==> src/inc/gsrb_pkg.sv <==
// package: register map, field positions and reset values of the gas sensor register bank
package gsrb_pkg;
   localparam logic [7:0] ADDR_PRODUCT_REVISION_ID     = 8'h00;
   localparam logic [7:0] ADDR_SENSOR_STATUS    = 8'h01;
   localparam logic [7:0] ADDR_PERIOD_H    = 8'h02;
   localparam logic [7:0] ADDR_PERIOD_L    = 8'h03;
   localparam logic [7:0] ADDR_MEASUREMENT_CONFIG    = 8'h04;
   localparam logic [7:0] ADDR_CONC_H      = 8'h05;
   localparam logic [7:0] ADDR_CONC_L      = 8'h06;
   localparam logic [7:0] ADDR_MEASUREMENT_STATUS    = 8'h07;
   localparam logic [7:0] ADDR_INT_CFG     = 8'h08;
   localparam logic [7:0] ADDR_ALARM_H     = 8'h09;
   localparam logic [7:0] ADDR_ALARM_L     = 8'h0a;
   localparam logic [7:0] ADDR_PRES_H      = 8'h0b;
   localparam logic [7:0] ADDR_PRES_L      = 8'h0c;
   localparam logic [7:0] ADDR_BASE_H      = 8'h0d;
   localparam logic [7:0] ADDR_BASE_L      = 8'h0e;
   localparam logic [7:0] ADDR_SCRATCH     = 8'h0f;
   localparam logic [7:0] ADDR_SOFT_RST    = 8'h10;
   localparam logic [7:0] ADDR_ERR_FIRST   = 8'h11;
   localparam logic [7:0] ADDR_ERR_LAST    = 8'h14;
   localparam int         NUM_REGS         = 17;
   // identity value is arbitrary
   localparam logic [7:0] RST_PRODUCT_REVISION_ID      = 8'h5a;
   localparam logic [7:0] RST_SENSOR_STATUS     = 8'hc0;
   localparam logic [7:0] RST_PERIOD_L     = 8'h3c;
   localparam logic [7:0] RST_MEASUREMENT_CONFIG     = 8'h24;
   localparam logic [7:0] RST_PRES_H       = 8'h03;
   localparam logic [7:0] RST_PRES_L       = 8'hf7;
   localparam logic [7:0] RST_BASE_H       = 8'h01;
   localparam logic [7:0] RST_BASE_L       = 8'h90;
   localparam logic [7:0] RST_ZERO         = 8'h00;
   // sensor status bit positions
   localparam int BIT_INIT     = 7;
   localparam int BIT_PIN      = 6;
   localparam int BIT_TEMP_ERR = 5;
   localparam int BIT_SUP_ERR  = 4;
   localparam int BIT_COMM_ERR = 3;
   localparam int BIT_TEMP_CLR = 2;
   localparam int BIT_SUP_CLR  = 1;
   localparam int BIT_COMM_CLR = 0;
   // masks of implemented bits; zeros read as zero and ignore writes
   localparam logic [7:0] MASK_PERIOD_H    = 8'h0f;
   localparam logic [7:0] MASK_MEASUREMENT_CONFIG    = 8'h3f;
   localparam logic [7:0] MASK_INT_CFG     = 8'h1f;
   // measurement status bits that survive a host write
   localparam logic [7:0] MASK_MEAS_KEEP   = 8'h1c;
   // controller registers on AXI4-Lite
   localparam logic [7:0] CSR_CMD          = 8'h00;
   localparam logic [7:0] CSR_WDATA        = 8'h04;
   localparam logic [7:0] CSR_RESULT       = 8'h08;
   localparam logic [7:0] CSR_IRQ_STS      = 8'h0c;
   localparam logic [7:0] CSR_IRQ_CLR      = 8'h10;
   localparam logic [7:0] CSR_IRQ_EN       = 8'h14;
   localparam int         CMD_WRITE_BIT    = 8;
   localparam int         CMD_GO_BIT       = 9;
   localparam int         RES_BUSY_BIT     = 8;
   localparam int         RES_ERR_BIT      = 9;
   localparam int         RES_NACK_BIT     = 10;
   // status answer of one access
   typedef enum logic [1:0] {GSRB_RSP_OK = 2'b00, GSRB_RSP_ERR = 2'b01,
                             GSRB_RSP_NACK = 2'b10} gsrb_rsp_t;
endpackage : gsrb_pkg

==> src/inc/gsrb_if.sv <==
// interface: byte access link between controller and register bank
`timescale 1ns/1ns
`default_nettype none
interface gsrb_if;
   logic       req;
   logic       wr;
   logic [7:0] addr;
   logic [7:0] wdata;
   logic       ack;
   logic [7:0] rdata;
   logic [1:0] rsp;
   modport dev  (input req, wr, addr, wdata, output ack, rdata, rsp);
   modport host (output req, wr, addr, wdata, input ack, rdata, rsp);
endinterface : gsrb_if
`default_nettype wire

==> src/gsrb_device.sv <==
// register bank of the gas sensor: byte access, access classes, error answers
// Contract
// - every access targets one byte register
// - read-only fields read back, ignore writes
// - write-only fields accept writes, read zero
// - rw hardware fields writable, hardware may update
// - hardware read-only fields change only internally
// - sticky bits stay set until reset or a write of their clear bit
// - unimplemented bits read zero, ignore writes
// - host writes zero into unimplemented bits
// - host writes only legal field encodings
// - addresses 0x11-0x14 give communication error
// - addresses 0x15-0xFF give non-acknowledge
// - reset loads printed default values
// - invalid command sets sticky comm error
// - clear bit clears flag, reads zero
`timescale 1ns/1ns
`default_nettype none
module gsrb_device (
   // clock and reset
   input  wire logic           i_core_clk,
   input  wire logic           i_rst_b,
   // link to controller
   gsrb_if.dev                 link,
   // sensor side events and values
   input  wire logic           i_pin_level,
   input  wire logic           i_init_done,
   input  wire logic           i_temp_err,
   input  wire logic           i_sup_err,
   input  wire logic           i_result_valid,
   input  wire logic [15:0]    i_result,
   input  wire logic           i_cfg_wr,
   input  wire logic [7:0]     i_cfg_value,
   // configuration towards the sensor core
   output logic [7:0]          o_measurement_config,
   output logic [15:0]         o_period,
   output logic [7:0]          o_soft_reset_code,
   output logic                o_soft_reset_stb
);
   import gsrb_pkg::*;

   typedef logic [NUM_REGS-1:0][7:0] gsrb_bank_t;

   typedef struct packed {
      gsrb_bank_t               regs;
      logic                     pin_s1;
      logic                     pin_s2;
      logic                     ack;
      logic [7:0]               rdata;
      logic [1:0]               rsp;
      logic [7:0]               srst;
      logic                     srst_stb;
   } gsrb_dev_t;

   gsrb_dev_t st_reg, st_next;

   function automatic logic [7:0] wmask(input logic [7:0] a);
      case (a)
         ADDR_PERIOD_H: wmask = MASK_PERIOD_H;
         ADDR_MEASUREMENT_CONFIG: wmask = MASK_MEASUREMENT_CONFIG;
         ADDR_INT_CFG:  wmask = MASK_INT_CFG;
         default:       wmask = 8'hff;
      endcase
   endfunction : wmask

   // printed defaults, every other byte starts at zero
   function automatic gsrb_bank_t reset_bank();
      gsrb_bank_t b;
      b                = '0;
      b[ADDR_PRODUCT_REVISION_ID]  = RST_PRODUCT_REVISION_ID;
      b[ADDR_SENSOR_STATUS] = RST_SENSOR_STATUS;
      b[ADDR_PERIOD_L] = RST_PERIOD_L;
      b[ADDR_MEASUREMENT_CONFIG] = RST_MEASUREMENT_CONFIG;
      b[ADDR_PRES_H]   = RST_PRES_H;
      b[ADDR_PRES_L]   = RST_PRES_L;
      b[ADDR_BASE_H]   = RST_BASE_H;
      b[ADDR_BASE_L]   = RST_BASE_L;
      return b;
   endfunction : reset_bank

   // all eight address bits decoded, no byte answers twice
   function automatic logic [7:0] read_byte(input gsrb_bank_t b, input logic [7:0] a);
      case (a)
         ADDR_PRODUCT_REVISION_ID:  read_byte = b[ADDR_PRODUCT_REVISION_ID];
         ADDR_SENSOR_STATUS: read_byte = b[ADDR_SENSOR_STATUS];
         ADDR_PERIOD_H: read_byte = b[ADDR_PERIOD_H];
         ADDR_PERIOD_L: read_byte = b[ADDR_PERIOD_L];
         ADDR_MEASUREMENT_CONFIG: read_byte = b[ADDR_MEASUREMENT_CONFIG];
         ADDR_CONC_H:   read_byte = b[ADDR_CONC_H];
         ADDR_CONC_L:   read_byte = b[ADDR_CONC_L];
         ADDR_MEASUREMENT_STATUS: read_byte = b[ADDR_MEASUREMENT_STATUS];
         ADDR_INT_CFG:  read_byte = b[ADDR_INT_CFG];
         ADDR_ALARM_H:  read_byte = b[ADDR_ALARM_H];
         ADDR_ALARM_L:  read_byte = b[ADDR_ALARM_L];
         ADDR_PRES_H:   read_byte = b[ADDR_PRES_H];
         ADDR_PRES_L:   read_byte = b[ADDR_PRES_L];
         ADDR_BASE_H:   read_byte = b[ADDR_BASE_H];
         ADDR_BASE_L:   read_byte = b[ADDR_BASE_L];
         ADDR_SCRATCH:  read_byte = b[ADDR_SCRATCH];
         ADDR_SOFT_RST: read_byte = RST_ZERO;
         default:       read_byte = RST_ZERO;
      endcase
   endfunction : read_byte

   function automatic logic in_err_window(input logic [7:0] a);
      in_err_window = (a >= ADDR_ERR_FIRST) && (a <= ADDR_ERR_LAST);
   endfunction : in_err_window
   function automatic logic in_nack_window(input logic [7:0] a);
      in_nack_window = (a > ADDR_ERR_LAST);
   endfunction : in_nack_window

   logic [7:0] sts;
   logic       is_err, is_nack, wr_hit;

   ////////////////////////////////////////////////////////////////
   always_comb begin
      st_next          = st_reg;
      st_next.ack      = 1'b0;
      st_next.srst_stb = 1'b0;
      // pin crosses in through two flops
      st_next.pin_s1   = i_pin_level;
      st_next.pin_s2   = st_reg.pin_s1;
      is_err  = in_err_window(link.addr);
      is_nack = in_nack_window(link.addr);
      wr_hit  = link.req && !st_reg.ack && link.wr && !is_err && !is_nack;
      sts     = st_reg.regs[ADDR_SENSOR_STATUS];
      sts[BIT_PIN]  = st_reg.pin_s2;
      sts[BIT_INIT] = sts[BIT_INIT] | i_init_done;
      // clear bits act before new events so a same-cycle event wins
      if (wr_hit && link.addr == ADDR_SENSOR_STATUS) begin
         if (link.wdata[BIT_TEMP_CLR]) sts[BIT_TEMP_ERR] = 1'b0;
         if (link.wdata[BIT_SUP_CLR])  sts[BIT_SUP_ERR]  = 1'b0;
         if (link.wdata[BIT_COMM_CLR]) sts[BIT_COMM_ERR] = 1'b0;
      end
      // error flags only set by hardware
      if (i_temp_err) sts[BIT_TEMP_ERR] = 1'b1;
      if (i_sup_err)  sts[BIT_SUP_ERR]  = 1'b1;
      if (link.req && !st_reg.ack && is_err) sts[BIT_COMM_ERR] = 1'b1;
      sts[2:0] = 3'b000;
      st_next.regs[ADDR_SENSOR_STATUS] = sts;
      if (i_cfg_wr) st_next.regs[ADDR_MEASUREMENT_CONFIG] = i_cfg_value & MASK_MEASUREMENT_CONFIG;
      // result registers loaded by hardware only
      if (i_result_valid) begin
         st_next.regs[ADDR_CONC_H] = i_result[15:8];
         st_next.regs[ADDR_CONC_L] = i_result[7:0];
      end
      if (link.req && !st_reg.ack) begin
         st_next.ack   = 1'b1;
         st_next.rdata = RST_ZERO;
         st_next.rsp   = GSRB_RSP_OK;
         if (is_err) begin
            st_next.rsp = GSRB_RSP_ERR;
         end else if (is_nack) begin
            st_next.rsp = GSRB_RSP_NACK;
         end else if (link.wr) begin
            case (link.addr)
               ADDR_PRODUCT_REVISION_ID, ADDR_CONC_H, ADDR_CONC_L, ADDR_SENSOR_STATUS: ;
               ADDR_SOFT_RST: begin
                  st_next.srst     = link.wdata;
                  st_next.srst_stb = 1'b1;
               end
               ADDR_MEASUREMENT_STATUS: st_next.regs[ADDR_MEASUREMENT_STATUS] =
                  st_reg.regs[ADDR_MEASUREMENT_STATUS] & MASK_MEAS_KEEP;
               // masked write drops unimplemented bits
               // both windows above the map are caught first, so five index bits suffice
               default: st_next.regs[link.addr[4:0]] = link.wdata & wmask(link.addr);
            endcase
         end else begin
            st_next.rdata = read_byte(st_reg.regs, link.addr);
         end
      end
      if (!i_rst_b) begin
         st_next.regs     = reset_bank();
         st_next.pin_s1   = 1'b0;
         st_next.pin_s2   = 1'b0;
         st_next.ack      = 1'b0;
         st_next.rdata    = RST_ZERO;
         st_next.rsp      = GSRB_RSP_OK;
         st_next.srst     = RST_ZERO;
         st_next.srst_stb = 1'b0;
      end
   end

   // reset rides in the next-state logic, so one flop stage holds all state
   always_ff @(posedge i_core_clk) begin
      st_reg <= st_next;
   end

   ////////////////////////////////////////////////////////////////
   assign link.ack          = st_reg.ack;
   assign link.rdata        = st_reg.rdata;
   assign link.rsp          = st_reg.rsp;
   assign o_measurement_config        = st_reg.regs[ADDR_MEASUREMENT_CONFIG];
   assign o_period          = {st_reg.regs[ADDR_PERIOD_H], st_reg.regs[ADDR_PERIOD_L]};
   assign o_soft_reset_code = st_reg.srst;
   assign o_soft_reset_stb  = st_reg.srst_stb;
endmodule : gsrb_device
`default_nettype wire

==> src/flat_wrapper.sv <==
// flat-port wrapper written by rule: the top's interface ports become plain ports
module gsrb_device_flat import gsrb_pkg::*;
  (i_core_clk, i_rst_b, i_pin_level, i_init_done, i_temp_err, i_sup_err, i_result_valid, i_result, i_cfg_wr, i_cfg_value, o_measurement_config, o_period, o_soft_reset_code, o_soft_reset_stb, link_req, link_wr, link_addr, link_wdata, link_ack, link_rdata, link_rsp);
  gsrb_if link_i ();
  input  wire logic i_core_clk;
  input  wire logic i_rst_b;
  input  wire logic i_pin_level;
  input  wire logic i_init_done;
  input  wire logic i_temp_err;
  input  wire logic i_sup_err;
  input  wire logic i_result_valid;
  input  wire logic [15:0] i_result;
  input  wire logic i_cfg_wr;
  input  wire logic [7:0] i_cfg_value;
  output logic [7:0] o_measurement_config;
  output logic [15:0] o_period;
  output logic [7:0] o_soft_reset_code;
  output logic o_soft_reset_stb;
  input wire logic [$bits(link_i.req)-1:0] link_req;
  input wire logic [$bits(link_i.wr)-1:0] link_wr;
  input wire logic [$bits(link_i.addr)-1:0] link_addr;
  input wire logic [$bits(link_i.wdata)-1:0] link_wdata;
  output wire logic [$bits(link_i.ack)-1:0] link_ack;
  output wire logic [$bits(link_i.rdata)-1:0] link_rdata;
  output wire logic [$bits(link_i.rsp)-1:0] link_rsp;
  assign link_i.req = link_req;
  assign link_i.wr = link_wr;
  assign link_i.addr = link_addr;
  assign link_i.wdata = link_wdata;
  assign link_ack = link_i.ack;
  assign link_rdata = link_i.rdata;
  assign link_rsp = link_i.rsp;
  gsrb_device u_core (.i_core_clk(i_core_clk), .i_rst_b(i_rst_b), .link(link_i), .i_pin_level(i_pin_level), .i_init_done(i_init_done), .i_temp_err(i_temp_err), .i_sup_err(i_sup_err), .i_result_valid(i_result_valid), .i_result(i_result), .i_cfg_wr(i_cfg_wr), .i_cfg_value(i_cfg_value), .o_measurement_config(o_measurement_config), .o_period(o_period), .o_soft_reset_code(o_soft_reset_code), .o_soft_reset_stb(o_soft_reset_stb));
endmodule
==> config.mk <==
export PLATFORM = sky130hd
export DESIGN_NAME = gsrb_device_flat
export DESIGN_NICKNAME = d
export VERILOG_FILES = /design/src/inc/gsrb_pkg.sv /design/src/inc/gsrb_if.sv /design/src/gsrb_device.sv /design/src/flat_wrapper.sv
export SDC_FILE = /design/constraint.sdc
export NUM_CORES = 1
export LEC_CHECK = 0
export BUFFER_PORTS_ARGS = -buffer_cell sky130_fd_sc_hd__buf_2
export CORE_MARGIN = 2
export CORE_UTILIZATION = 35
export DETAILED_ROUTE_END_ITERATION = 7
export GPL_TIMING_DRIVEN = 1
export RECOVER_POWER = 100
export SYNTH_ARGS = -nofsm -noshare
export SYNTH_HDL_FRONTEND = slang
export SYNTH_SLANG_ARGS = --single-unit
export TNS_END_PERCENT = 5
==> constraint.sdc <==
create_clock -name i_core_clk -period 5.2 [get_ports i_core_clk]
set_input_delay 0.52 -clock i_core_clk [delete_from_list [all_inputs] [get_ports i_core_clk]]
set_output_delay 0.52 -clock i_core_clk [all_outputs]
set_load 0.01 [all_outputs]
## Word-level counts from Yosys, hierarchy flattened

Cells that the tools add are included.

| word-level totals | value |
|---|---|
| bits in registers | 158 |
| input bits | 50 |
| output and inout bits | 44 |
| word-level logic and storage cells | 112 |

| operators by class | value |
|---|---|
| magnitude comparators | 5 |
| equal/unequal tests | 16 |
| multiplexer cells | 35 |
| bitwise logic cells | 10 |
| reductions and logical operators | 20 |

Operator list:

| cell | number |
|---|---|
| 2-to-1 mux 56 bit | 5 |
| bitwise mux 136 bit | 1 |
| case mux 8 bit (16 select lines) | 1 |
| 2-to-1 mux 8 bit | 10 |
| == test 8 x 4 -> 1 bit, second input constant | 8 |
| demux 8 bit (select 5 bit) | 1 |
| 2-to-1 mux 9 bit | 4 |
| == test 8 x 3 -> 1 bit, second input constant | 4 |
| case mux 8 bit (3 select lines) | 1 |
| 2-to-1 mux 20 bit | 1 |
| == test 8 x 2 -> 1 bit, second input constant | 2 |
| 2-to-1 mux 16 bit | 1 |
| case mux 8 bit (2 select lines) | 1 |
| AND reduction 5 bit | 3 |
| OR reduction 11 bit | 1 |
| OR reduction 5 bit | 2 |
| bitwise AND 8 bit | 1 |
| == test 8 x 1 -> 1 bit, second input constant | 1 |
| == test 8 x 5 -> 1 bit, second input constant | 1 |
| >= comparator 8 x 5 -> 1 bit, second input constant | 1 |
| > comparator 8 x 5 -> 1 bit, second input constant | 1 |
| <= comparator 8 x 5 -> 1 bit, second input constant | 1 |
| logical AND 1 bit | 8 |
| zero test 8 bit | 1 |
| other kinds (10) | 25 |

## Longest topological paths before layout

Gate-level depths: netlist (run 1).

| logic depth | value |
|---|---|
| depth after elaboration | 14 |
| mapped depth | 8 |
| gate-level depth less buffers | 5 |

## Worst setup path after synthesis (run 1)

Ideal clock, no wire load.

| path | value |
|---|---|
| path type | input -> register |
| from | input port link_addr[1] |
| to | register u_core.st_reg (netlist bit u_core.o_measurement_config[5]) |
| library setup time | 129 ps |
| arrival time | 1,899 ps |
| data required time | 5,071 ps |
| setup slack | 3,172 ps |
| stages | 7 |
| path buffers | 2 |
| cells stage by stage | buf_2 o41ai_2 nand4_2 or3_1 buf_2 mux2i_1 nand2_1 |

| on the way | value |
|---|---|
| cells in the longest elaborated chain, start to end | 14 |
| elaborated cells on any way between the ends | 32 |
| those cells by class | order compare: 5; eq/ne: 8; mux: 14; bitwise: 1; reduce/logical: 4 |

RTL lines:

| what | line | source |
|---|---|---|
| start, declared | flat_wrapper.sv:21 | `input wire logic [$bits(link_i.addr)-1:0] link_addr;` |
| == test 8 x 4 -> 1 bit, or another cell as far along | gsrb_device.sv:58 | `case (a)` |
| case mux 8 bit (3 select lines) | gsrb_device.sv:58 |  |
| 2-to-1 mux 8 bit | gsrb_device.sv:156 | `case (link.addr)` |
| 2-to-1 mux 8 bit | gsrb_device.sv:155 | `end else if (link.wr) begin` |
| 2-to-1 mux 8 bit | gsrb_device.sv:153 | `end else if (is_nack) begin` |
| 2-to-1 mux 8 bit | gsrb_device.sv:151 | `if (is_err) begin` |
| 2-to-1 mux 8 bit | gsrb_device.sv:147 | `if (link.req && !st_reg.ack) begin` |
| bitwise AND 8 bit | gsrb_device.sv:166 | `default: st_next.regs[link.addr[4:0]] = link.wdata & wmask(link.addr);` |
| bitwise mux 136 bit | gsrb_device.sv:166 |  |
| 2-to-1 mux 56 bit | gsrb_device.sv:156 |  |
| 2-to-1 mux 56 bit | gsrb_device.sv:155 |  |
| 2-to-1 mux 56 bit | gsrb_device.sv:153 |  |
| 2-to-1 mux 56 bit (*) | gsrb_device.sv:151 |  |
| 2-to-1 mux 56 bit (*) | gsrb_device.sv:147 |  |
| end signal, assigned | gsrb_device.sv:186 | `st_reg <= st_next;` |
| end, declared | gsrb_device.sv:55 | `gsrb_dev_t st_reg, st_next;` |

Every way passes the cells marked *; elsewhere a longest branch is shown, timed or not. The select of a mux whose other input is x is not followed.
A chain may end at the register's enable or synchronous reset.

## Worst setup path after layout (run 1)

| path | value |
|---|---|
| from | input port link_addr[2] |
| to | register u_core.st_reg[128] (netlist name) |

| on the way | value |
|---|---|
| cells in the longest elaborated chain, start to end | 5 |
| elaborated cells on any way between the ends | 21 |
| those cells by class | order compare: 5; eq/ne: 5; mux: 3; bitwise: 3; reduce/logical: 5 |

RTL lines:

| what | line |
|---|---|
| < comparator 5 x 6 -> 1 bit (implied by the code) or >= comparator 5 x 1 -> 1 bit (tied branches) | gsrb_device.sv:166 |
| logical AND 1 bit (implied by the code) | gsrb_device.sv:166 |
| 2-to-1 mux 8 bit (implied by the code) | gsrb_device.sv:166 |
| demux 8 bit (select 5 bit) | -- |
| bitwise mux 136 bit | gsrb_device.sv:166 |

Several ways; a longest one is shown, not always the timed one.

==> summary.md, run 1 <==
| Metric | Value |
|---|---|
| Crit path required time | 5.56 ns |
| Later-pin clock latency in the skew report | 0.43 ns |
| Hold Fails Final Rpt | 0 |
| Drt via density | 5.43 |
| Hold WC Path Type | in2reg |
| First-pass GRT wire length | 33.6 mm |
| DRT Wirelength | 22.1 mm |
| Max reg flops | 106 |
| Status | finished with violations |
| Half-perimeter wire length after placement | 15.0 mm |
| Mux contribution to synthesized area | 14.0% |
| WL/cell | 20.4 um |
| Worst setup margin | 1.61 ns |
| Clock share of power | 49.5% |
| Largest family of logic cells by synthesized area | simple AND/OR/NAND/NOR gates |
| Avg Inst Size Synth | 8.90 um^2 |
| Initial Util | 36.0% |
| Root Buffer | clkbuf_16 |
| Area of placed instances | 0.00732 mm^2 |
| R2r worst-path depth | 5 |
| Sequential cell area fraction in the yosys report | 42.6% |
| Post-CTS Hold Buffers | 0 |
| Overall global routing resource usage | 20.7% |
| Cell area after layout | 0.00784 mm^2 |
| CTS buffer count | 17 |
| CTS Sinks | 150 |
| GPL Wtd Cong | 0.907 |
| Post-Place Setup Slack | 2.22 ns |
| Failing checks | capacitance limit, slew limit |
| RSZ-0062 raised after global routing | false |
| Final nets | 858 |
| Net Sw Frac | 24.3% |
| Number of global-route vias before repair | 5,512 |
| Routed Antenna Nets | 0 |
| Leading area contributor after synthesis | dfxtp_1 |
| Min Tclk post-route | 3.59 ns |
| Syn-to-layout area delta | 11.2% |
| Proportion of netlist area held by the largest area contributor | 42.6% |
| Largest net degree at the start of global routing | 66 |
| Adder-cell share of the synthesized area | 0% |
| WP data arrival | 3.95 ns |
| Post-Syn Instances | 792 |
| Core area | 0.0196 mm^2 |
| Drt pass-1 iters | 6 |
| Final core occ | 40.0% |
| Die Area | 0.0213 mm^2 |
| Critical Path Fanout Max | 33 |
| Synth warn | 0 |
| Max_cap viols | 3 |
| Synth Area in XOR/XNOR | 0.124% |
| Netlist cell types | 69 |
| Total Neg Setup Slack | 0 ns |
| Post-cts sizing count | 0 |
| Power per cell area | 341 mW/mm^2 |
| Comb pwr share | 6.7% |
| Crit Path Category | in2reg |
| EDFF count, synth | 0 |
| Row count | 51 |
| Net Sw Power | 649 uW |
| Die width | 146 um |
| F_max | 279 MHz |
| Slew headroom | -80.7% |
| Async S/R FF share, synth | 0% |
| Crit start category | input port |
| Internal power | 2.03 mW |
| Largest cells by area after synthesis | dfxtp_1 (43%), mux2i_1 (12%), buf_4 (4.9%) |
| #FFs+latches synth | 150 |
| Most used DFF post-synth | dfxtp_1 |
| Ports | 94 |
| Crit share post-route | 69.0% |
| Worst vdd ir | 238 uV |
| Port Buf Inserts | 91 |
| Fin. max-slew vios | 103 |
| Layout cells sized above 1 | 12.8% |
| Leak | 3.06 nW |
| Mapped Area | 0.00705 mm^2 |
| Setup bufs post-CTS | 0 |
| Die Ht | 146 um |
| TritonCTS clock tree | built |
| Grt ovf | 0 |
| Setup crit end kind | register |
| Initial antenna violation count | 0 |
| Initial DRC Count | 502 |
| Post-synthesis simple-gate area fraction | 20.2% |
| Reg power frac | 43.9% |
| CTS Buffer Depth | 2 |
| Vias | 5,896 |
| ANT cells | 0 |
| Final setup violation count | 0 |
| Post-synthesis compound-gate area fraction | 14.2% |
| Setup Skew | 0.00681 ns |
| Max H-tree Level | 4 |
| Slew @ Worst Pin | 2.71 ns |
| Reg clk slew, reported paths | 0.07 ns |
| DRC errors left | 0 |
| Hold Path Cell Cnt | 2 |
## cell type report
type	count	area (um^2)
Clock buffer	18	429
Tap cell	265	332
Sequential cell	150	3000
Fill cell	2034	11800
Multi-Input combinational cell	533	3390
Timing Repair Buffer	102	473
Clock inverter	14	199
Inverter	4	15.0
## stage by stage
stage | std cells | total power [mW] | hold WS [ns]
2_1_floorplan | 794 | 1.31 | 0.386
3_3_place_gp | 1054 | 1.38 | 0.395
3_5_place_dp | 1054 | 1.38 | 0.399
4_1_cts | 1086 | 2.70 | 0.257
5_1_grt | 1086 | 2.76 | 0.262
6_report | 1086 | 2.68 | 0.269
## cell families (layout without fill, tap and decap cells)
group	Yosys count	after routing
compound gates	151	151
flops	150	150
mux	97	97
simple gates	281	281
other cells	1	3
xor+xnor	1	1
buf+inv	111	138
## metal layers
metal / GRT usage (%) / vias to the layer above / part of all wire, %
met5: 0 / - / 0
met4: 10.5 / 0 / 3.4
met3: 4.92 / 47 / 8.1
met2: 30.0 / 273 / 43
met1: 28.6 / 2782 / 46
li1: - / 2794 / -
## power by group through the flow
stage / combinational [mW] / clock [mW] / sequential [mW]
floorplan: 0.118 / 0 / 1.20
global placement: 0.180 / 0 / 1.20
detailed placement: 0.179 / 0 / 1.20
CTS: 0.180 / 1.35 / 1.17
global route: 0.191 / 1.40 / 1.18
finish: 0.178 / 1.32 / 1.17
## cell usage in the layout (no fill, tap or decap), types with 6 or more instances in the layout
| cell type | Yosys | layout |
|---|---|---|
| and3_1 | 14 | 14 |
| nand3_1 | 29 | 29 |
| nand2b_1 | 9 | 9 |
| nor2_1 | 71 | 77 |
| clkbuf_16 | 0 | 17 |
| o21ai_0 | 36 | 40 |
| and2_1 | 21 | 12 |
| buf_4 | 46 | 9 |
| a21oi_1 | 37 | 37 |
| a311oi_1 | 6 | 6 |
| a32oi_1 | 6 | 6 |
| dfxtp_1 | 150 | 150 |
| clkbuf_1 | 39 | 49 |
| or3_1 | 6 | 6 |
| a22o_1 | 6 | 6 |
| mux2i_1 | 84 | 84 |
| nor2b_1 | 6 | 6 |
| nor4_1 | 5 | 6 |
| mux2_2 | 13 | 13 |
| and2_0 | 1 | 10 |
| a22oi_1 | 8 | 8 |
| nand2_1 | 84 | 84 |
| buf_2 | 19 | 45 |
## synth_stat cells (3+ instances only)
cell type,count
dfxtp_1,150
mux2i_1,84
nand2_1,84
nor2_1,71
buf_4,46
clkbuf_1,39
a21oi_1,37
o21ai_0,36
nand3_1,29
and2_1,21
buf_2,19
and3_1,14
mux2_2,13
nand2b_1,9
a22oi_1,8
a22o_1,6
a311oi_1,6
a32oi_1,6
nor2b_1,6
o21ai_1,6
or3_1,6
a211oi_1,5
a31oi_1,5
nor2_2,5
nor3_1,5
nor4_1,5
o211ai_1,5
a32o_1,4
inv_1,4
nand3b_1,3
nand4_1,3
o31ai_1,3
## critical path, stage by stage
cell and delay [ns]:
clkbuf_1 1.21, nor2b_1 0.67, nand2_1 0.40, nor2_1 0.87
nand2_1 0.12, a21oi_1 0.16
## path summary, 6_finish.rpt
path | endpoint | slack (ns) | startpoint
worst min register to register | u_core.st_reg[36] | 0.43 | u_core.st_reg[20]
worst max-delay path | u_core.st_reg[128] | 1.61 | link_addr[2]
worst min-delay path | u_core.st_reg[37] | 0.27 | i_init_done
worst max register to register | u_core.o_soft_reset_code[0] | 2.79 | u_core.link.ack
Note: power is estimated with default switching activity, not from simulation.
==> run 2, diff against run 1 <==
Clock period 5.2 ns to 3.3 ns, I/O delays scaled along.
==> summary.md, run 2 (synthesis gave the netlist of run 1 again) <==
| Metric | Value |
|---|---|
| DRT Wirelength | 22.6 mm |
| Initial antenna violation count | 0 |
| Overall global routing resource usage | 21.4% |
| RSZ-0062 raised after global routing | false |
| Grt ovf | 0 |
| CTS buffer count | 17 |
| Setup Skew | 0.00698 ns |
| Power per cell area | 547 mW/mm^2 |
| Hold WC Path Type | in2reg |
| Area of placed instances | 0.00743 mm^2 |
| Status | completed |
| CP Cell Sequence | buf_2 -> clkbuf_1 -> clkbuf_1 -> mux2_2 -> nor3_1 -> a21oi_1 -> a311oi_1 |
| Max H-tree Level | 4 |
| ANT cells | 0 |
| Syn-to-layout area delta | 13.3% |
| Setup crit end kind | register |
| Core area | 0.0196 mm^2 |
| Die Ht | 146 um |
| Post-CTS Hold Buffers | 0 |
| Half-perimeter wire length after placement | 15.5 mm |
| Setup bufs post-CTS | 0 |
| Most frequent cells in the layout | dfxtp_1 (150), nand2_1 (84), mux2i_1 (84) |
| CTS Buffer Depth | 2 |
| Root Buffer | clkbuf_16 |
| Max_cap viols | 0 |
| Layout cells sized above 1 | 13.9% |
| First-pass GRT wire length | 34.8 mm |
| Post-cts sizing count | 0 |
| Largest net degree at the start of global routing | 61 |
| Crit share post-route | 78.2% |
| WP data arrival | 2.91 ns |
| Worst path most repeated cell | clkbuf_1 |
| Crit start category | input port |
| Final setup violation count | 0 |
| GPL Wtd Cong | 0.943 |
| Bufs and invs on worst path | 3 |
| Die Area | 0.0213 mm^2 |
| Routed Antenna Nets | 0 |
| Crit Path Category | in2reg |
| Crit path max-delay family | buffers and inverters |
| Hold Fails Final Rpt | 0 |
| TritonCTS clock tree | built |
| Number of global-route vias before repair | 5,765 |
| Final nets | 873 |
| F_max | 388 MHz |
| Drt pass-1 iters | 6 |
| Port Buf Inserts | 91 |
| Initial DRC Count | 583 |
| Slew @ Worst Pin | 1.19 ns |
| Drt via density | 5.40 |
| Vias | 5,939 |
| Reg clk slew, reported paths | 0.06 ns |
| WL/cell | 20.5 um |
| Ports | 94 |
| CTS Sinks | 150 |
| Later-pin clock latency in the skew report | 0.43 ns |
| Row count | 51 |
| Critical Path Fanout Max | 33 |
| Max reg flops | 106 |
| Min Tclk post-route | 2.58 ns |
| Leak | 3.14 nW |
| Cell area after layout | 0.00799 mm^2 |
| Slowest cell on crit path | clkbuf_1 |
| Commonest non-fill, non-tap cell in the layout | dfxtp_1 |
| Worst vdd ir | 263 uV |
| Total Neg Setup Slack | 0 ns |
| DRC errors left | 0 |
| Slew headroom | 20.4% |
| Initial Util | 36.0% |
| Die width | 146 um |
| Fin. max-slew vios | 0 |
| Crit path required time | 3.63 ns |
| Max incr delay on CP | 0.81 ns |
==> run 2: cell types whose count changed in the layout (fill, tap and decap cells not counted), moves of 2 or more <==
cell,previous run,this run
buf_4,9,18
clkinv_4,4,0
nor2_2,0,2
nor2_1,77,75
o21ai_0,40,38
clkbuf_1,49,54
clkbuf_8,0,3
o21ai_1,2,4
inv_6,3,0
bufinv_16,4,6
==> run 2: power by group <==
part	internal [mW]	leakage [nW]	total, mW	switching, mW
registers	1.84	1.22	1.85	0.0148
logic	0.0930	1.60	0.293	0.200
clock network	1.47	0.325	2.23	0.763
==> run 2: final timing paths <==
path / from / to / slack, ns / cells past startpoint
max: link_addr[3] / u_core.link.rdata[7] / 0.72 / 7
min: i_init_done / u_core.st_reg[37] / 0.1 / 2
max reg2reg: u_core.link.ack / u_core.st_reg[106] / 0.74 / 6
min reg2reg: u_core.st_reg[20] / u_core.st_reg[36] / 0.43 / 1
==> run 2: routing by layer <==
layer | vias up | part of all wire, % | global-route usage (%) | wire, um
met2 | 261 | 44 | 32.4 | 9960
met1 | 2820 | 46 | 29.3 | 10300
met3 | 45 | 7.6 | 5.42 | 1730
li1 | 2813 | - | - | -
met4 | 0 | 2.7 | 8.09 | 606
met5 | - | 0 | 0 | 0
==> run 2: layout make-up <==
| cell class | count | area, um^2 |
|---|---|---|
| Multi-Input combinational cell | 533 | 3410 |
| Tap cell | 265 | 332 |
| Fill cell | 1952 | 11600 |
| Clock buffer | 21 | 470 |
| Timing Repair Buffer | 117 | 564 |
| Clock inverter | 9 | 198 |
| Sequential cell | 150 | 3000 |
| Inverter | 4 | 15.0 |
==> run 2: stage by stage <==
| stage | setup slack (ns) | std cells | hold WS (ns) | power (mW) | utilization, % |
|---|---|---|---|---|---|
| after floorplan | 1.46 | 794 | 0.386 | 2.07 | - |
| after detailed placement | 0.798 | 1069 | 0.397 | 2.18 | 37.9 |
| after global placement | 0.805 | 1069 | 0.411 | 2.18 | 37.9 |
| final | 0.720 | 1099 | 0.0995 | 4.37 | 40.8 |
| after CTS | 1.17 | 1099 | 0.0823 | 4.40 | 41.3 |
| after global routing | 0.580 | 1099 | 0.104 | 4.50 | 40.8 |
